--- src/design/pb_aux_pkg.sv ---
// Constants shared by the push-button and auxiliary output register block
package pb_aux_pkg;

    // ==========================================
    // Register map
    localparam logic [7:0] AUX_CTRL_OFFSET = 8'h07;
    localparam logic [7:0] PB_CTRL_OFFSET = 8'h08;
    localparam logic [7:0] AUX_CTRL_RESET = 8'h7c;
    localparam logic [7:0] PB_CTRL_RESET = 8'h68;

    // ==========================================
    // Output control fields
    localparam int AUX_EN_BIT = 7;
    localparam int AUX_CODE_MSB = 6;
    localparam int AUX_CODE_LSB = 2;
    localparam int AUX_NEEDVIN_BIT = 0;

    // ==========================================
    // Push-button control fields
    localparam int PB_FIRST_BIT = 7;
    localparam int PB_SECOND_BIT = 6;
    localparam int PB_POST_BIT = 5;
    localparam int PB_HOLD_MSB = 4;
    localparam int PB_HOLD_LSB = 3;
    localparam int PB_STATUS_BIT = 2;

    // ==========================================
    // Level code arithmetic, millivolts
    localparam int AUX_BASE_MV = 800;
    localparam int AUX_STEP_MV = 100;
    localparam int AUX_PASS_MV = 3300;
    localparam logic [4:0] AUX_PASS_CODE = 5'((AUX_PASS_MV - AUX_BASE_MV) / AUX_STEP_MV);

    // ==========================================
    // Press times
    localparam int unsigned CLOCK_HZ = 125_000_000;
    localparam int unsigned CYCLES_PER_MS = CLOCK_HZ / 1000;
    localparam int unsigned FIRST_SHORT_MS = 50;
    localparam int unsigned FIRST_LONG_MS = 500;
    localparam int unsigned SECOND_SHORT_MS = 1000;
    localparam int unsigned SECOND_LONG_MS = 1500;
    localparam int unsigned HOLD_0_MS = 4000;
    localparam int unsigned HOLD_1_MS = 8000;
    localparam int unsigned HOLD_2_MS = 10000;
    localparam int unsigned HOLD_3_MS = 14000;
    // Every press time is a whole number of these steps
    localparam int unsigned STEP_MS = 50;
    localparam int unsigned STEP_CYCLES = STEP_MS * CYCLES_PER_MS;
    localparam int unsigned FIRST_SHORT_CYC = FIRST_SHORT_MS * CYCLES_PER_MS;
    localparam int unsigned FIRST_LONG_CYC = FIRST_LONG_MS * CYCLES_PER_MS;
    localparam int unsigned SECOND_SHORT_CYC = SECOND_SHORT_MS * CYCLES_PER_MS;
    localparam int unsigned SECOND_LONG_CYC = SECOND_LONG_MS * CYCLES_PER_MS;
    localparam int unsigned HOLD_0_CYC = HOLD_0_MS * CYCLES_PER_MS;
    localparam int unsigned HOLD_1_CYC = HOLD_1_MS * CYCLES_PER_MS;
    localparam int unsigned HOLD_2_CYC = HOLD_2_MS * CYCLES_PER_MS;
    localparam int unsigned HOLD_3_CYC = HOLD_3_MS * CYCLES_PER_MS;
    localparam int COUNT_WIDTH = 32;

    // ==========================================
    // Press sequence
    typedef enum logic [1:0] {
        PB_IDLE = 2'b00,
        PB_HELD = 2'b01,
        PB_DONE = 2'b10
    } press_state_e;

endpackage

--- src/design/pb_aux_ctrl.sv ---
// Push-button timing and auxiliary output control registers
`timescale 1ns/1ps
module pb_aux_ctrl
    import pb_aux_pkg::*;
#(
    parameter int unsigned CYCLES_PER_STEP = STEP_CYCLES
) (
    input wire logic clock,
    input wire logic sys_rst,
    // Register access, one strobe per completed host byte
    input wire logic [7:0] regAddr,
    input wire logic regWrite,
    input wire logic regRead,
    input wire logic [7:0] regWdata,
    output logic [7:0] regRdata,
    // Pins
    input wire logic pushbuttonInput_n,
    input wire logic auxSwitchPin,
    input wire logic vinValid,
    input wire logic powerGoodIn,
    // Outputs
    output logic auxOutputOn,
    output logic [4:0] auxLevelApplied,
    output logic auxPassThrough,
    output logic statusPinOut,
    output logic pbResetPulse,
    output logic shipModeReq,
    output logic hiZModeReq
);

    typedef struct packed {
        logic [1:0] syncButton;
        logic [1:0] syncSw;
        logic [1:0] syncVin;
        logic [1:0] syncPowerGood;
        logic auxEnable;
        logic [4:0] auxLevelCode;
        logic resetNeedsVin;
        logic firstSel;
        logic secondSel;
        logic postSel;
        logic [1:0] holdSel;
        logic statusSel;
        logic firstFlag;
        logic secondFlag;
        logic [4:0] levelApplied;
        logic auxOn;
        logic auxPass;
        logic statusPin;
        logic pbReset;
        logic shipReq;
        logic hizReq;
        logic [7:0] rdata;
        press_state_e pbState;
    } ctrl_state_s;

    ctrl_state_s q;
    ctrl_state_s d;
    logic [COUNT_WIDTH-1:0] pressCount;
    logic pressed;

    // One step size scales every press time, so all of them shrink together
    localparam int unsigned FIRST_SHORT = (FIRST_SHORT_MS / STEP_MS) * CYCLES_PER_STEP;
    localparam int unsigned FIRST_LONG = (FIRST_LONG_MS / STEP_MS) * CYCLES_PER_STEP;
    localparam int unsigned SECOND_SHORT = (SECOND_SHORT_MS / STEP_MS) * CYCLES_PER_STEP;
    localparam int unsigned SECOND_LONG = (SECOND_LONG_MS / STEP_MS) * CYCLES_PER_STEP;
    localparam int unsigned HOLD_0 = (HOLD_0_MS / STEP_MS) * CYCLES_PER_STEP;
    localparam int unsigned HOLD_1 = (HOLD_1_MS / STEP_MS) * CYCLES_PER_STEP;
    localparam int unsigned HOLD_2 = (HOLD_2_MS / STEP_MS) * CYCLES_PER_STEP;
    localparam int unsigned HOLD_3 = (HOLD_3_MS / STEP_MS) * CYCLES_PER_STEP;

    // ==========================================
    // Threshold selection
    function automatic logic [COUNT_WIDTH-1:0] firstCycles(input logic sel);
        firstCycles = sel ? COUNT_WIDTH'(FIRST_LONG) : COUNT_WIDTH'(FIRST_SHORT);
    endfunction

    function automatic logic [COUNT_WIDTH-1:0] secondCycles(input logic sel);
        secondCycles = sel ? COUNT_WIDTH'(SECOND_LONG) : COUNT_WIDTH'(SECOND_SHORT);
    endfunction

    function automatic logic [COUNT_WIDTH-1:0] holdCycles(input logic [1:0] sel);
        case (sel)
            2'b00: holdCycles = COUNT_WIDTH'(HOLD_0);
            2'b01: holdCycles = COUNT_WIDTH'(HOLD_1);
            2'b10: holdCycles = COUNT_WIDTH'(HOLD_2);
            default: holdCycles = COUNT_WIDTH'(HOLD_3);
        endcase
    endfunction

    function automatic logic [7:0] readValue(input ctrl_state_s s, input logic [7:0] addr);
        if (addr == AUX_CTRL_OFFSET) begin
            readValue = {s.auxEnable, s.auxLevelCode, 1'b0, s.resetNeedsVin};
        end else if (addr == PB_CTRL_OFFSET) begin
            readValue = {s.firstSel, s.secondSel, s.postSel, s.holdSel, s.statusSel, s.firstFlag, s.secondFlag};
        end else begin
            readValue = 8'h00;
        end
    endfunction

    // Synchronised, active-high press
    assign pressed = ~q.syncButton[1];

    press_timer #(
        .COUNT_W(COUNT_WIDTH)
    ) pressTimer (
        .clock(clock),
        .sys_rst(sys_rst),
        .active(pressed),
        .count_q(pressCount)
    );

    // ==========================================
    // Next state
    always_comb begin
        d = q;
        d.syncButton = {q.syncButton[0], pushbuttonInput_n};
        d.syncSw = {q.syncSw[0], auxSwitchPin};
        d.syncVin = {q.syncVin[0], vinValid};
        d.syncPowerGood = {q.syncPowerGood[0], powerGoodIn};
        d.pbReset = 1'b0;
        d.shipReq = 1'b0;
        d.hizReq = 1'b0;

        // Register writes; read-only and unused positions are dropped
        if (regWrite && regAddr == AUX_CTRL_OFFSET) begin
            d.auxEnable = regWdata[AUX_EN_BIT];
            d.auxLevelCode = regWdata[AUX_CODE_MSB:AUX_CODE_LSB];
            d.resetNeedsVin = regWdata[AUX_NEEDVIN_BIT];
        end
        if (regWrite && regAddr == PB_CTRL_OFFSET) begin
            d.firstSel = regWdata[PB_FIRST_BIT];
            d.secondSel = regWdata[PB_SECOND_BIT];
            d.postSel = regWdata[PB_POST_BIT];
            d.holdSel = regWdata[PB_HOLD_MSB:PB_HOLD_LSB];
            d.statusSel = regWdata[PB_STATUS_BIT];
        end

        // Read data is the value before this cycle's clear
        if (regRead) begin
            d.rdata = readValue(q, regAddr);
        end

        // Output control
        d.auxOn = q.auxEnable | q.syncSw[1];
        // Level only moves while both controls hold the output off
        if (!q.auxEnable && !q.syncSw[1]) begin
            d.levelApplied = q.auxLevelCode;
        end
        d.auxPass = q.levelApplied > AUX_PASS_CODE;

        d.statusPin = q.statusSel ? q.syncButton[1] : q.syncPowerGood[1];

        // Wake flags: a set in the same cycle as the read-clear wins
        if (regRead && regAddr == PB_CTRL_OFFSET) begin
            d.firstFlag = 1'b0;
            d.secondFlag = 1'b0;
        end
        if (pressed && pressCount == firstCycles(q.firstSel)) begin
            d.firstFlag = 1'b1;
        end
        if (pressed && pressCount == secondCycles(q.secondSel)) begin
            d.secondFlag = 1'b1;
        end

        // Long-press reset, at most one per press
        case (q.pbState)
            PB_IDLE: begin
                if (pressed) begin
                    d.pbState = PB_HELD;
                end
            end
            PB_HELD: begin
                if (!pressed) begin
                    d.pbState = PB_IDLE;
                end else if (pressCount >= holdCycles(q.holdSel) && (!q.resetNeedsVin || q.syncVin[1])) begin
                    d.pbReset = 1'b1;
                    d.shipReq = ~q.postSel;
                    d.hizReq = q.postSel;
                    d.pbState = PB_DONE;
                end
            end
            PB_DONE: begin
                if (!pressed) begin
                    d.pbState = PB_IDLE;
                end
            end
            default: begin
                d.pbState = PB_IDLE;
            end
        endcase
    end

    // ==========================================
    // State register
    always_ff @(posedge clock) begin
        if (sys_rst) begin
            q <= '0;
            q.syncButton <= 2'b11;
            q.auxEnable <= AUX_CTRL_RESET[AUX_EN_BIT];
            q.auxLevelCode <= AUX_CTRL_RESET[AUX_CODE_MSB:AUX_CODE_LSB];
            q.levelApplied <= AUX_CTRL_RESET[AUX_CODE_MSB:AUX_CODE_LSB];
            q.resetNeedsVin <= AUX_CTRL_RESET[AUX_NEEDVIN_BIT];
            q.firstSel <= PB_CTRL_RESET[PB_FIRST_BIT];
            q.secondSel <= PB_CTRL_RESET[PB_SECOND_BIT];
            q.postSel <= PB_CTRL_RESET[PB_POST_BIT];
            q.holdSel <= PB_CTRL_RESET[PB_HOLD_MSB:PB_HOLD_LSB];
            q.statusSel <= PB_CTRL_RESET[PB_STATUS_BIT];
            q.pbState <= PB_IDLE;
        end else begin
            q <= d;
        end
    end

    assign regRdata = q.rdata;
    assign auxOutputOn = q.auxOn;
    assign auxLevelApplied = q.levelApplied;
    assign auxPassThrough = q.auxPass;
    assign statusPinOut = q.statusPin;
    assign pbResetPulse = q.pbReset;
    assign shipModeReq = q.shipReq;
    assign hiZModeReq = q.hizReq;

    // ==========================================
    // Checks
    aux_on_follow_a: assert property (
        @(posedge clock) disable iff (sys_rst)
        1'b1 |=> auxOutputOn == ($past(q.auxEnable) | $past(q.syncSw[1]))
    ) else $error("Auxiliary output does not follow enable and pin");

    level_hold_a: assert property (
        @(posedge clock) disable iff (sys_rst)
        (q.auxEnable || q.syncSw[1]) |=> $stable(q.levelApplied)
    ) else $error("Level changed while output enabled");

    level_apply_a: assert property (
        @(posedge clock) disable iff (sys_rst)
        (!q.auxEnable && !q.syncSw[1]) |=> q.levelApplied == $past(q.auxLevelCode)
    ) else $error("Level code not applied while output off");

    pass_through_a: assert property (
        @(posedge clock) disable iff (sys_rst)
        1'b1 |=> auxPassThrough == ($past(q.levelApplied) > 5'h19)
    ) else $error("Pass-through threshold wrong");

    status_pin_a: assert property (
        @(posedge clock) disable iff (sys_rst)
        1'b1 |=> statusPinOut == ($past(q.statusSel) ? $past(q.syncButton[1]) : $past(q.syncPowerGood[1]))
    ) else $error("Status pin source wrong");

    first_flag_a: assert property (
        @(posedge clock) disable iff (sys_rst)
        (pressed && pressCount == firstCycles(q.firstSel)) |=> q.firstFlag
    ) else $error("First wake flag not set");

    second_flag_a: assert property (
        @(posedge clock) disable iff (sys_rst)
        (pressed && pressCount == secondCycles(q.secondSel)) |=> q.secondFlag
    ) else $error("Second wake flag not set");

    flag_clear_a: assert property (
        @(posedge clock) disable iff (sys_rst)
        (regRead && regAddr == PB_CTRL_OFFSET && !pressed) |=> !q.firstFlag && !q.secondFlag
    ) else $error("Wake flags not cleared by read");

    reset_qualify_a: assert property (
        @(posedge clock) disable iff (sys_rst)
        pbResetPulse |-> (!$past(q.resetNeedsVin) || $past(q.syncVin[1]))
    ) else $error("Reset without valid input supply");

    hold_time_a: assert property (
        @(posedge clock) disable iff (sys_rst)
        pbResetPulse |-> $past(pressCount) >= holdCycles($past(q.holdSel))
    ) else $error("Reset before hold time");

    post_state_a: assert property (
        @(posedge clock) disable iff (sys_rst)
        pbResetPulse |-> (hiZModeReq == $past(q.postSel)) && (shipModeReq != hiZModeReq)
    ) else $error("Wrong state after reset");

    count_restart_a: assert property (
        @(posedge clock) disable iff (sys_rst)
        !pressed |=> pressCount == '0
    ) else $error("Press count not restarted");

    unused_zero_a: assert property (
        @(posedge clock) disable iff (sys_rst)
        (regRead && regAddr == AUX_CTRL_OFFSET) |=> regRdata[1] == 1'b0
    ) else $error("Unused bit reads nonzero");

    flag_hold_a: assert property (
        @(posedge clock) disable iff (sys_rst)
        (q.firstFlag && !(regRead && regAddr == PB_CTRL_OFFSET)) |=> q.firstFlag
    ) else $error("First wake flag lost without a read");

    level_write_a: assert property (
        @(posedge clock) disable iff (sys_rst)
        (regWrite && regAddr == AUX_CTRL_OFFSET) |=> q.auxLevelCode == $past(regWdata[AUX_CODE_MSB:AUX_CODE_LSB])
    ) else $error("Level code write lost");

    hold_write_a: assert property (
        @(posedge clock) disable iff (sys_rst)
        (regWrite && regAddr == PB_CTRL_OFFSET) |=> q.holdSel == $past(regWdata[PB_HOLD_MSB:PB_HOLD_LSB])
    ) else $error("Hold time selection write lost");

endmodule

--- src/design/press_timer.sv ---
// Saturating press duration counter
`timescale 1ns/1ps
module press_timer #(
    parameter int COUNT_W = 32
) (
    input wire logic clock,
    input wire logic sys_rst,
    input wire logic active,
    output logic [COUNT_W-1:0] count_q
);

    typedef struct packed {
        logic [COUNT_W-1:0] count;
    } timer_state_s;

    timer_state_s q;
    timer_state_s d;

    // ==========================================
    // Counting
    always_comb begin
        d = q;
        if (!active) begin
            d.count = '0;
        end else if (q.count != {COUNT_W{1'b1}}) begin
            // Saturate so a very long press never wraps and re-fires
            d.count = q.count + 1'b1;
        end
    end

    always_ff @(posedge clock) begin
        if (sys_rst) begin
            q <= '0;
        end else begin
            q <= d;
        end
    end

    assign count_q = q.count;

endmodule
--- config.mk ---
export PLATFORM = sky130hd
export DESIGN_NAME = pb_aux_ctrl
export DESIGN_NICKNAME = d
export VERILOG_FILES = /design/src/design/pb_aux_pkg.sv /design/src/design/pb_aux_ctrl.sv /design/src/design/press_timer.sv
export SDC_FILE = /design/constraint.sdc
export NUM_CORES = 1
export LEC_CHECK = 0
export ABC_AREA = 0
export BUFFER_PORTS_ARGS = -buffer_cell sky130_fd_sc_hd__buf_2
export CAP_MARGIN = 20
export CORE_ASPECT_RATIO = 1.4
export CORE_MARGIN = 2
export CORE_UTILIZATION = 50
export DETAILED_ROUTE_END_ITERATION = 8
export GPL_TIMING_DRIVEN = 0
export PLACE_DENSITY = 0.75
export SLEW_MARGIN = 10
export SYNTH_ARGS = -nofsm -noshare
export SYNTH_HDL_FRONTEND = slang
export SYNTH_SLANG_ARGS = --single-unit
--- constraint.sdc ---
create_clock -name clock -period 5.4 [get_ports clock]
set_input_delay 0.27 -clock clock [delete_from_list [all_inputs] [get_ports clock]]
set_output_delay 0.27 -clock clock [all_outputs]
set_load 0.005 [all_outputs]
==> results of run 1 <==
## sequential cells by signal (all words and copies together) (netlist names)
| signal | count |
|---|---|
| auxPassThrough | 1 |
| q | 21 |
| regRdata | 8 |
| statusPinOut | 1 |
| shipModeReq | 1 |
| auxOutputOn | 1 |
| pressTimer.count_q | 32 |
| hiZModeReq | 1 |
| d | 4 |
| pbResetPulse | 1 |
| auxLevelApplied | 5 |
## placed cells by master (no fill, tap or decap), drive strengths merged, types with 4 or more instances in the layout
cell type and count:
dfxtp 76, buf 64, nand2 40, a21oi 37
nand3 30, ha 28, nor2 22, clkbuf 21
nand4 19, inv 19, o31ai 15, o21ai 14
or4 14, nor2b 12, or3 11, nand3b 9
a211oi 9, nor3 8, a22oi 7, nor4 7
a211o 6, and3 6, and4 5, or2 4
o311ai 4
## area by class of cell
class                           instances  area (µm²)  area share [%]
Buffer                                 36         225            4.66
Tap cell                              102         128            2.64
Clock buffer                            9         225            4.66
Multi-Input combinational cell        352        2390            49.4
Sequential cell                        76        1520            31.5
Timing Repair Buffer                   40         200            4.15
Clock inverter                          7        82.6            1.71
Inverter                               16        60.1            1.24
## through the flow
stage | instance area (µm²) | power, mW | cells | hold WS, ns | setup slack, ns
2_1_floorplan | 4190 | 0.610 | 480 | 0.374 | 2.97
3_3_place_gp | 4520 | 0.630 | 622 | 0.391 | 2.30
3_5_place_dp | 4520 | 0.631 | 622 | 0.394 | 2.32
4_1_cts | 4830 | 1.25 | 638 | 0.115 | 2.28
5_1_grt | 4830 | 1.27 | 638 | 0.119 | 2.06
6_report | 4830 | 1.24 | 638 | 0.120 | 2.21
## where the power goes
part	internal [mW]	switching [mW]	total [mW]
clock network	0.365	0.255	0.620
registers	0.568	0.00407	0.573
logic	0.0222	0.0236	0.0459
## worst max-delay path, cell delays in order (launching register included)
cell and delay [ns]:
dfxtp_1 0.55, inv_1 0.16, ha_1 0.39, ha_1 0.32, and4b_1 0.21, o211ai_1 0.09, a2111oi_0 0.60, o31ai_1 0.32
a2111oi_0 0.43
## layer usage
| layer | global-route usage [%] | routed length (µm) |
|---|---|---|
| met1 | 28.7 | 4340 |
| met2 | 43.1 | 5520 |
| met3 | 4.82 | 561 |
| met4 | 15.4 | 518 |
| met5 | 0 | 0 |
## path summary, 6_finish.rpt
kind	endpoint	startpoint	cells past startpoint
min	d[43]	pushbuttonInput_n	2
min reg2reg	q[43]	d[43]	1
max reg2reg	shipModeReq	q[25]	8
max	shipModeReq	q[25]	8
## cells by family (layout without fill, tap and decap cells)
family	count (synthesis)	after routing	share of synthesized area, %
compound gates	118	118	18.8
fa+ha+maj	28	28	8.35
buf+inv	52	108	6.80
flops	76	76	36.3
mux	3	3	0.716
simple gates	203	203	29.1
==> results.sh, run 1 <==
export IMPL_fmax_mhz=314
export IMPL_cts_tree="yes"
export IMPL_period_needed_ns=3.19
export IMPL_dp_hpwl_um=8290
export IMPL_crit_arrival_ns=3.41
export IMPL_start_kind="register"
export IMPL_clock_sinks=76
export IMPL_drt_wl_total_um=10900
export IMPL_drc=0
export IMPL_synth_edf_count=0
export IMPL_ys_warn_count=0
export IMPL_status="completed"
export IMPL_yosys_area_top_type="dfxtp_1"
export IMPL_core_area_um2=8150
export IMPL_required_ns=5.63
export IMPL_fin_util_pct=59.3
export IMPL_n_fill_cell=724
export IMPL_hold_viol=0
export IMPL_setup_tns_final_ns=0
export IMPL_first_iter_violations=190
export IMPL_first_global_vias=3840
export IMPL_irDropWorstVdd_uv=223
export IMPL_slew_headroom_pct=54.0
export IMPL_die_y_um=112
export IMPL_clk_pin_slew_ns=0.06
export IMPL_hold_class="input port to register"
export IMPL_syn_nets=532
export IMPL_gp_routability_congestion=0.939
export IMPL_post_cts_buffers=0
export IMPL_die_area_um2=9150
export IMPL_endpoint_kind="register"
export IMPL_die_w_um=81.4
export IMPL_first_pass_iters=5
export IMPL_syn_cell_area_um2=4190
export IMPL_synthTopCellsByArea="dfxtp_1, ha_1, a21oi_1"
export IMPL_worst_pin_slew_ns=0.685
export IMPL_powerDensity_nw_per_um2=256
export IMPL_clock_path_buffers=2
export IMPL_vias=3868
export IMPL_htree_levels=3
export IMPL_grt_overflow=0
export IMPL_floorplan_rows=39
export IMPL_fin_crit_sh_pct=59.0
export IMPL_report_final_slew_viol_count=0
export IMPL_ys_types=56
export IMPL_start_util_pct=51.5
export IMPL_cts_root_buffer="clkbuf_16"
export IMPL_grt_first_pass_wirelength_um=18000
export IMPL_numCtsBuffers=9
export IMPL_netlist_instances=480
export IMPL_synth_cells_most_frequent="dfxtp_1, nand2_1, a21oi_1"
export IMPL_crit_type="register to register"
export IMPL_reg2reg_slack_ns=2.21
export IMPL_postRouteAntennaNets=0
export IMPL_yosysMostFrequentCell="dfxtp_1"
export IMPL_grt_max_degree=16
export IMPL_fin_skew_ns=0.00711
export IMPL_port_buffers=40
export IMPL_async_reset_ff_share_pct=0
export IMPL_yosys_area_top_type_share_pct=36.3
export IMPL_ys_flop_type="dfxtp_1"
export IMPL_wl_per_cell_um=17.1
export IMPL_diodes=0
export IMPL_ctsResizeCount=0
export IMPL_yosysSeqAreaShare_pct=36.3
export IMPL_vias_per_cell=6.06
export IMPL_cts_hold_fix_buffers=0
export IMPL_final_net_count=583
export IMPL_setup_viol=0
export IMPL_p_leak_nw=1.82
export IMPL_antenna_found_initial=0
export IMPL_clkLatencyLatePin_ns=0.34
export IMPL_critPathMaxFanout=9
export IMPL_area_growth_pct=15.2
export IMPL_grtUsageTotal_pct=25.4
export IMPL_ioPinCount=43
export IMPL_ys_ff_latch=76
export IMPL_rsz0062_at_grt="false"
export IMPL_avgSynthCellArea_um2=8.74
export IMPL_drv_cap=0
export IMPL_drive_gt1_share_pct=18.5
Power figures use the tool's default switching activity.
==> run 2: changes to the inputs <==
==> constraint.sdc (replaced) <==
create_clock -name clock -period 2.95 [get_ports clock]
set_input_delay 0.1475 -clock clock [delete_from_list [all_inputs] [get_ports clock]]
set_output_delay 0.1475 -clock clock [all_outputs]
set_load 0.005 [all_outputs]
==> run 2 against run 1 <==
Combinational power up 85%; sequential cell count unchanged; highest routed layer unchanged; global-route usage up 0.11 points.
==> results.sh, run 2 (same netlist as run 1, synthesis figures left out) <==
export IMPL_wl_per_cell_um=17.2
export IMPL_grt_use_met1_pct=28.9
export IMPL_globalRouteMet2Util_pct=43.2
export IMPL_required_ns=3.18
export IMPL_powerDensity_nw_per_um2=467
export IMPL_port_buffers=40
export IMPL_cts_tree="yes"
export IMPL_final_area_um2=4850
export IMPL_numCtsBuffers=9
export IMPL_grt_max_degree=16
export IMPL_drv_cap=0
export IMPL_vias_per_cell=6.12
export IMPL_p_leak_nw=1.82
export IMPL_final_net_count=584
export IMPL_final_common_cell="dfxtp_1"
export IMPL_crit_type="register to register"
export IMPL_area_growth_pct=15.7
export IMPL_antenna_found_initial=0
export IMPL_core_area_um2=8150
export IMPL_grt_overflow=0
export IMPL_die_w_um=81.4
export IMPL_first_pass_iters=5
export IMPL_crit_chain="inv_1 > ha_1 > ha_1 > and4b_1 > o211ai_1 > a2111oi_2 > o31ai_2 > a2111oi_0"
export IMPL_diodes=0
export IMPL_die_area_um2=9150
export IMPL_status="completed"
export IMPL_grtUsageTotal_pct=25.5
export IMPL_grt_busiest_layer="met2"
export IMPL_gp_routability_congestion=0.939
export IMPL_fin_skew_ns=0.00697
export IMPL_first_global_vias=3854
export IMPL_placed_area_um2=4520
export IMPL_cpPeakStageDelay_ns=0.44
export IMPL_use_met3_pct=4.74
export IMPL_drt_wl_total_um=11000
export IMPL_critPathMaxFanout=5
export IMPL_cp_slowest_cell="dfxtp_1"
export IMPL_first_iter_violations=207
export IMPL_ioPinCount=43
export IMPL_path_buf_inv=1
export IMPL_start_kind="register"
export IMPL_hold_class="input port to register"
export IMPL_start_util_pct=51.5
export IMPL_clk_pin_slew_ns=0.06
export IMPL_htree_levels=3
export IMPL_cp_top_family="compound AO/OA/AOI/OAI gates"
export IMPL_endpoint_kind="register"
export IMPL_irDropWorstVdd_uv=409
export IMPL_fin_crit_sh_pct=92.9
export IMPL_clock_path_buffers=2
export IMPL_fin_util_pct=59.5
export IMPL_worst_pin_slew_ns=0.700
export IMPL_vias=3912
export IMPL_hold_viol=0
export IMPL_die_y_um=112
export IMPL_largest_reg_flops=32
export IMPL_drc=0
export IMPL_drive_gt1_share_pct=19.0
export IMPL_mostFrequentLayoutCells="dfxtp_1, buf_2, nand2_1, a21oi_1, ha_1"
export IMPL_grt_first_pass_wirelength_um=18100
export IMPL_clkLatencyLatePin_ns=0.34
export IMPL_report_final_slew_viol_count=0
export IMPL_path_common_cell="ha_1"
export IMPL_fmax_mhz=365
export IMPL_floorplan_rows=39
export IMPL_dp_hpwl_um=8290
export IMPL_slew_headroom_pct=53.2
export IMPL_clock_sinks=76
export IMPL_crit_arrival_ns=2.97
export IMPL_period_needed_ns=2.74
export IMPL_postRouteAntennaNets=0
export IMPL_rsz0062_at_grt="false"
export IMPL_setup_viol=0
export IMPL_cts_root_buffer="clkbuf_16"
==> run 2: path summary, 6_finish.rpt <==
path / from / to / slack [ns] / depth (start not counted)
setup reg to reg: q[24] / shipModeReq / 0.21 / 8
hold / removal: auxSwitchPin / d[41] / 0.01 / 2
setup / recovery: q[24] / shipModeReq / 0.21 / 8
hold reg to reg: d[43] / q[43] / 0.41 / 1
==> run 2: metrics by stage <==
step / setup slack, ns / total power, mW / cells / TNS (ns) / hold slack [ns]
final: 0.211 / 2.26 / 639 / 0 / 0.0140
after CTS: 0.0682 / 2.28 / 639 / 0 / 0.00975
after floorplan: 0.524 / 1.12 / 480 / 0 / 0.251
after global placement: -0.153 / 1.15 / 622 / -0.153 / 0.334
after global routing: 0.0239 / 2.33 / 639 / 0 / 0.0196
after detailed placement: -0.130 / 1.16 / 622 / -0.130 / 0.347
==> run 2: area by class of cell <==
cell class | count | area [µm²]
Fill cell | 723 | 3300
Sequential cell | 76 | 1520
Multi-Input combinational cell | 352 | 2400
Timing Repair Buffer | 41 | 210
Buffer | 36 | 225
Tap cell | 102 | 128
Clock inverter | 7 | 82.6
Clock buffer | 9 | 225
Inverter | 16 | 60.1
==> run 2: worst reg2reg max path, cell delays in order (launching register included) <==
cell and delay, ns:
dfxtp_1 0.44, inv_1 0.12, ha_1 0.39, ha_1 0.32
and4b_1 0.22, o211ai_1 0.11, a2111oi_2 0.43, o31ai_2 0.20
a2111oi_0 0.39
==> run 2: what timing repair did <==
item | 4_1_cts | 5_1_grt
cloned | 0 | 0
endpoints found under the setup margin | 2 | 3
gates resized for setup | 2 | 2
endpoints found under the hold margin | 1 | 0
buffers inserted | 0 | 0
hold buffers | 1 | 0
==> run 2: routing by layer <==
metal | vias up | wire length, µm
met5 | - | 0
met4 | 0 | 514
met3 | 39 | 606
met2 | 147 | 5540
met1 | 1816 | 4300
li1 | 1910 | -
==> run 2: report_power, final <==
group          internal [mW]  switching, mW  total [mW]
clock network          0.668          0.463        1.13
logic                 0.0415         0.0433      0.0848
registers               1.04        0.00744        1.05
total                   1.75          0.514        2.26
==> run 3: changes to the inputs <==
--- a/config.mk
+++ b/config.mk
@@ -13,8 +13,9 @@
 export CORE_UTILIZATION = 50
 export DETAILED_ROUTE_END_ITERATION = 8
 export GPL_TIMING_DRIVEN = 0
-export PLACE_DENSITY = 0.75
+export PLACE_DENSITY = 0.69
 export SLEW_MARGIN = 10
 export SYNTH_ARGS = -nofsm -noshare
 export SYNTH_HDL_FRONTEND = slang
+export SYNTH_HIERARCHICAL = 1
 export SYNTH_SLANG_ARGS = --single-unit
==> run 3 against run 2 <==
Synthesized cell count decreased by 1.0%; sequential cell count stayed put; sequential share of layout area decreased by 0.23 points; setup slack lost 0.075 ns; clock power barely moved; hold slack improved by 0.0069 ns; final cell count is 0.78% lower; routed wire length is 0.78% lower; global-route usage down 0.39 points; critical path depth is 1 higher; synthesized area rose by 1.2%; critical endpoint is now q[1]; highest routed layer unchanged.
==> results.sh, run 3 <==
export IMPL_status="completed"
export IMPL_yosysSeqAreaShare_pct=35.8
export IMPL_synth_cells_most_frequent="dfxtp_1, a21oi_1, nor2_1"
export IMPL_crit_chain="inv_1 > ha_1 > o21bai_1 > ha_1 > o21ai_0 > nor3_1 > o31ai_1 > a21oi_1 > or2_2"
export IMPL_ys_warn_count=6
export IMPL_fin_skew_ns=0.00784
export IMPL_grt_use_met1_pct=27.4
export IMPL_rsz0062_at_grt="false"
export IMPL_fin_cells=634
export IMPL_dp_cells=617
export IMPL_clock_path_buffers=2
export IMPL_cts_tree="yes"
export IMPL_ys_flop_type="dfxtp_1"
export IMPL_die_y_um=113
export IMPL_fmax_mhz=355
export IMPL_netlist_instances=475
export IMPL_drc=0
export IMPL_dp_hpwl_um=8170
export IMPL_core_area_um2=8200
export IMPL_ys_ff_latch=76
export IMPL_final_common_cell="dfxtp_1"
export IMPL_area_growth_pct=15.2
export IMPL_drive_gt1_share_pct=20.5
export IMPL_period_needed_ns=2.81
export IMPL_cp_slowest_cell="o31ai_1"
export IMPL_cpPeakStageDelay_ns=0.50
export IMPL_antenna_found_initial=0
export IMPL_grtUsageTotal_pct=25.2
export IMPL_use_met3_pct=3.43
export IMPL_setup_tns_final_ns=0
export IMPL_postRouteAntennaNets=0
export IMPL_diodes=0
export IMPL_setup_viol=0
export IMPL_numCtsBuffers=9
export IMPL_slew_headroom_pct=45.9
export IMPL_required_ns=3.17
export IMPL_path_common_cell="ha_1"
export IMPL_post_cts_buffers=0
export IMPL_first_global_vias=3680
export IMPL_min_path_cells=2
export IMPL_yosysMostFrequentCell="dfxtp_1"
export IMPL_floorplan_rows=39
export IMPL_worst_pin_slew_ns=0.803
export IMPL_yosys_area_top_type="dfxtp_1"
export IMPL_wl_per_cell_um=17.2
export IMPL_clk_pin_slew_ns=0.06
export IMPL_synth_edf_count=0
export IMPL_irDropWorstVdd_uv=374
export IMPL_n_fill_cell=733
export IMPL_grt_first_pass_wirelength_um=17800
export IMPL_whs_endpoint="d[39]"
export IMPL_endpoint_kind="register"
export IMPL_vias_per_cell=5.97
export IMPL_r2r_end="q[1]"
export IMPL_async_reset_ff_share_pct=0
export IMPL_first_iter_violations=289
export IMPL_syn_cell_area_um2=4240
export IMPL_drv_cap=0
export IMPL_die_area_um2=9250
export IMPL_die_w_um=81.9
export IMPL_ff2ff_path_depth=9
export IMPL_hold_viol=0
export IMPL_globalRouteMet2Util_pct=45.2
export IMPL_final_net_count=579
export IMPL_synthTopCellsByArea="dfxtp_1, ha_1, a21oi_1"
export IMPL_gp_routability_congestion=0.931
export IMPL_timing_hold_ws_ns=0.0209
export IMPL_powerDensity_nw_per_um2=462
export IMPL_crit_type="register to register"
export IMPL_path_buf_inv=1
export IMPL_min_from="vinValid"
export IMPL_reg2reg_slack_ns=0.14
export IMPL_start_kind="register"
export IMPL_grt_busiest_layer="met2"
export IMPL_report_final_slew_viol_count=0
export IMPL_grt_max_degree=13
export IMPL_largest_reg_flops=32
export IMPL_first_pass_iters=4
export IMPL_drt_wl_total_um=10900
export IMPL_clkLatencyLatePin_ns=0.34
export IMPL_cp_top_family="compound AO/OA/AOI/OAI gates"
export IMPL_htree_levels=3
export IMPL_p_leak_nw=1.87
export IMPL_port_buffers=40
export IMPL_multi_input_area_um2=2450
export IMPL_fin_crit_sh_pct=95.4
export IMPL_ys_types=60
export IMPL_fin_util_pct=59.6
export IMPL_cts_root_buffer="clkbuf_16"
export IMPL_syn_nets=527
export IMPL_critPathMaxFanout=6
export IMPL_grt_overflow=0
export IMPL_clock_sinks=76
export IMPL_avgSynthCellArea_um2=8.93
export IMPL_hold_class="input port to register"
export IMPL_crit_arrival_ns=3.03
export IMPL_start_util_pct=51.8
export IMPL_yosys_area_top_type_share_pct=35.8
export IMPL_mostFrequentLayoutCells="dfxtp_1, buf_2, nor2_1, a21oi_1, ha_1"
export IMPL_seq_area_um2=1520
export IMPL_r2r_start="q[24]"
export IMPL_vias=3786
export IMPL_ioPinCount=43
## run 3: cell count changes after synthesis, sizes merged, moves of 5 or more
cell,before,now
nand2,40,29
nor2,22,33
nand3b,9,0
a211o,6,14
or4,14,6
and3,6,13
o31ai,15,8
nand3,30,24
xnor2,0,6
a21oi,37,32
## run 3: cell type report
| type | instances | area share, % |
|---|---|---|
| multi-input combinational | 351 | 50.2 |
| tap | 102 | 2.61 |
| buffer | 35 | 4.51 |
| timing repair buffer | 41 | 4.30 |
| clock buffer | 12 | 5.25 |
| inverter | 13 | 0.998 |
| sequential | 76 | 31.2 |
| clock inverter | 4 | 0.973 |
## run 3: through the flow
step	worst slack (ns)	instance area, µm²	power, mW
floorplan	0.546	4240	1.12
global placement	0.0871	4570	1.16
detailed placement	0.0717	4570	1.16
CTS	0.0739	4890	2.27
global route	0.0500	4890	2.32
finish	0.136	4890	2.26
## run 3: routing by layer
layer	up-vias	part of all wire, %
li1	1862	-
met1	1807	40
met2	92	53
met3	25	3.0
met4	0	3.7
met5	-	0
## run 3: kinds of logic after synthesis
group	after synthesis	share of synthesized area, %
AOI/OAI and AO/OA	110	18.4
xor gates and xnor gates	10	2.06
adders and majority gates	28	8.25
buffers and inverters	48	6.34
DFF	76	35.8
muxes	3	0.708
and+or+nand+nor	200	28.4
## run 3: how the worst max path moves through the flow
stage               start          end  slack [ns]  depth (start not counted)
detailed placement  q[25]         q[1]        0.07                          9
CTS                 q[25]         q[1]        0.07                          9
floorplan           q[25]         q[1]        0.55                          9
global placement    q[25]         q[1]        0.09                          9
finish              q[24]         q[1]        0.14                          9
global route        q[24]  shipModeReq        0.05                         10
## run 3: power by group
group	internal, mW	switching, mW
combinational	0.0416	0.0459
sequential	1.04	0.00727
clock	0.698	0.422
total	1.78	0.476
## run 3: repair_timing
action | CTS | global route
hold buffers | 1 | 0
setup endpoints to repair | 0 | 3
resized for setup | 0 | 1
endpoints found under the hold margin | 1 | 0
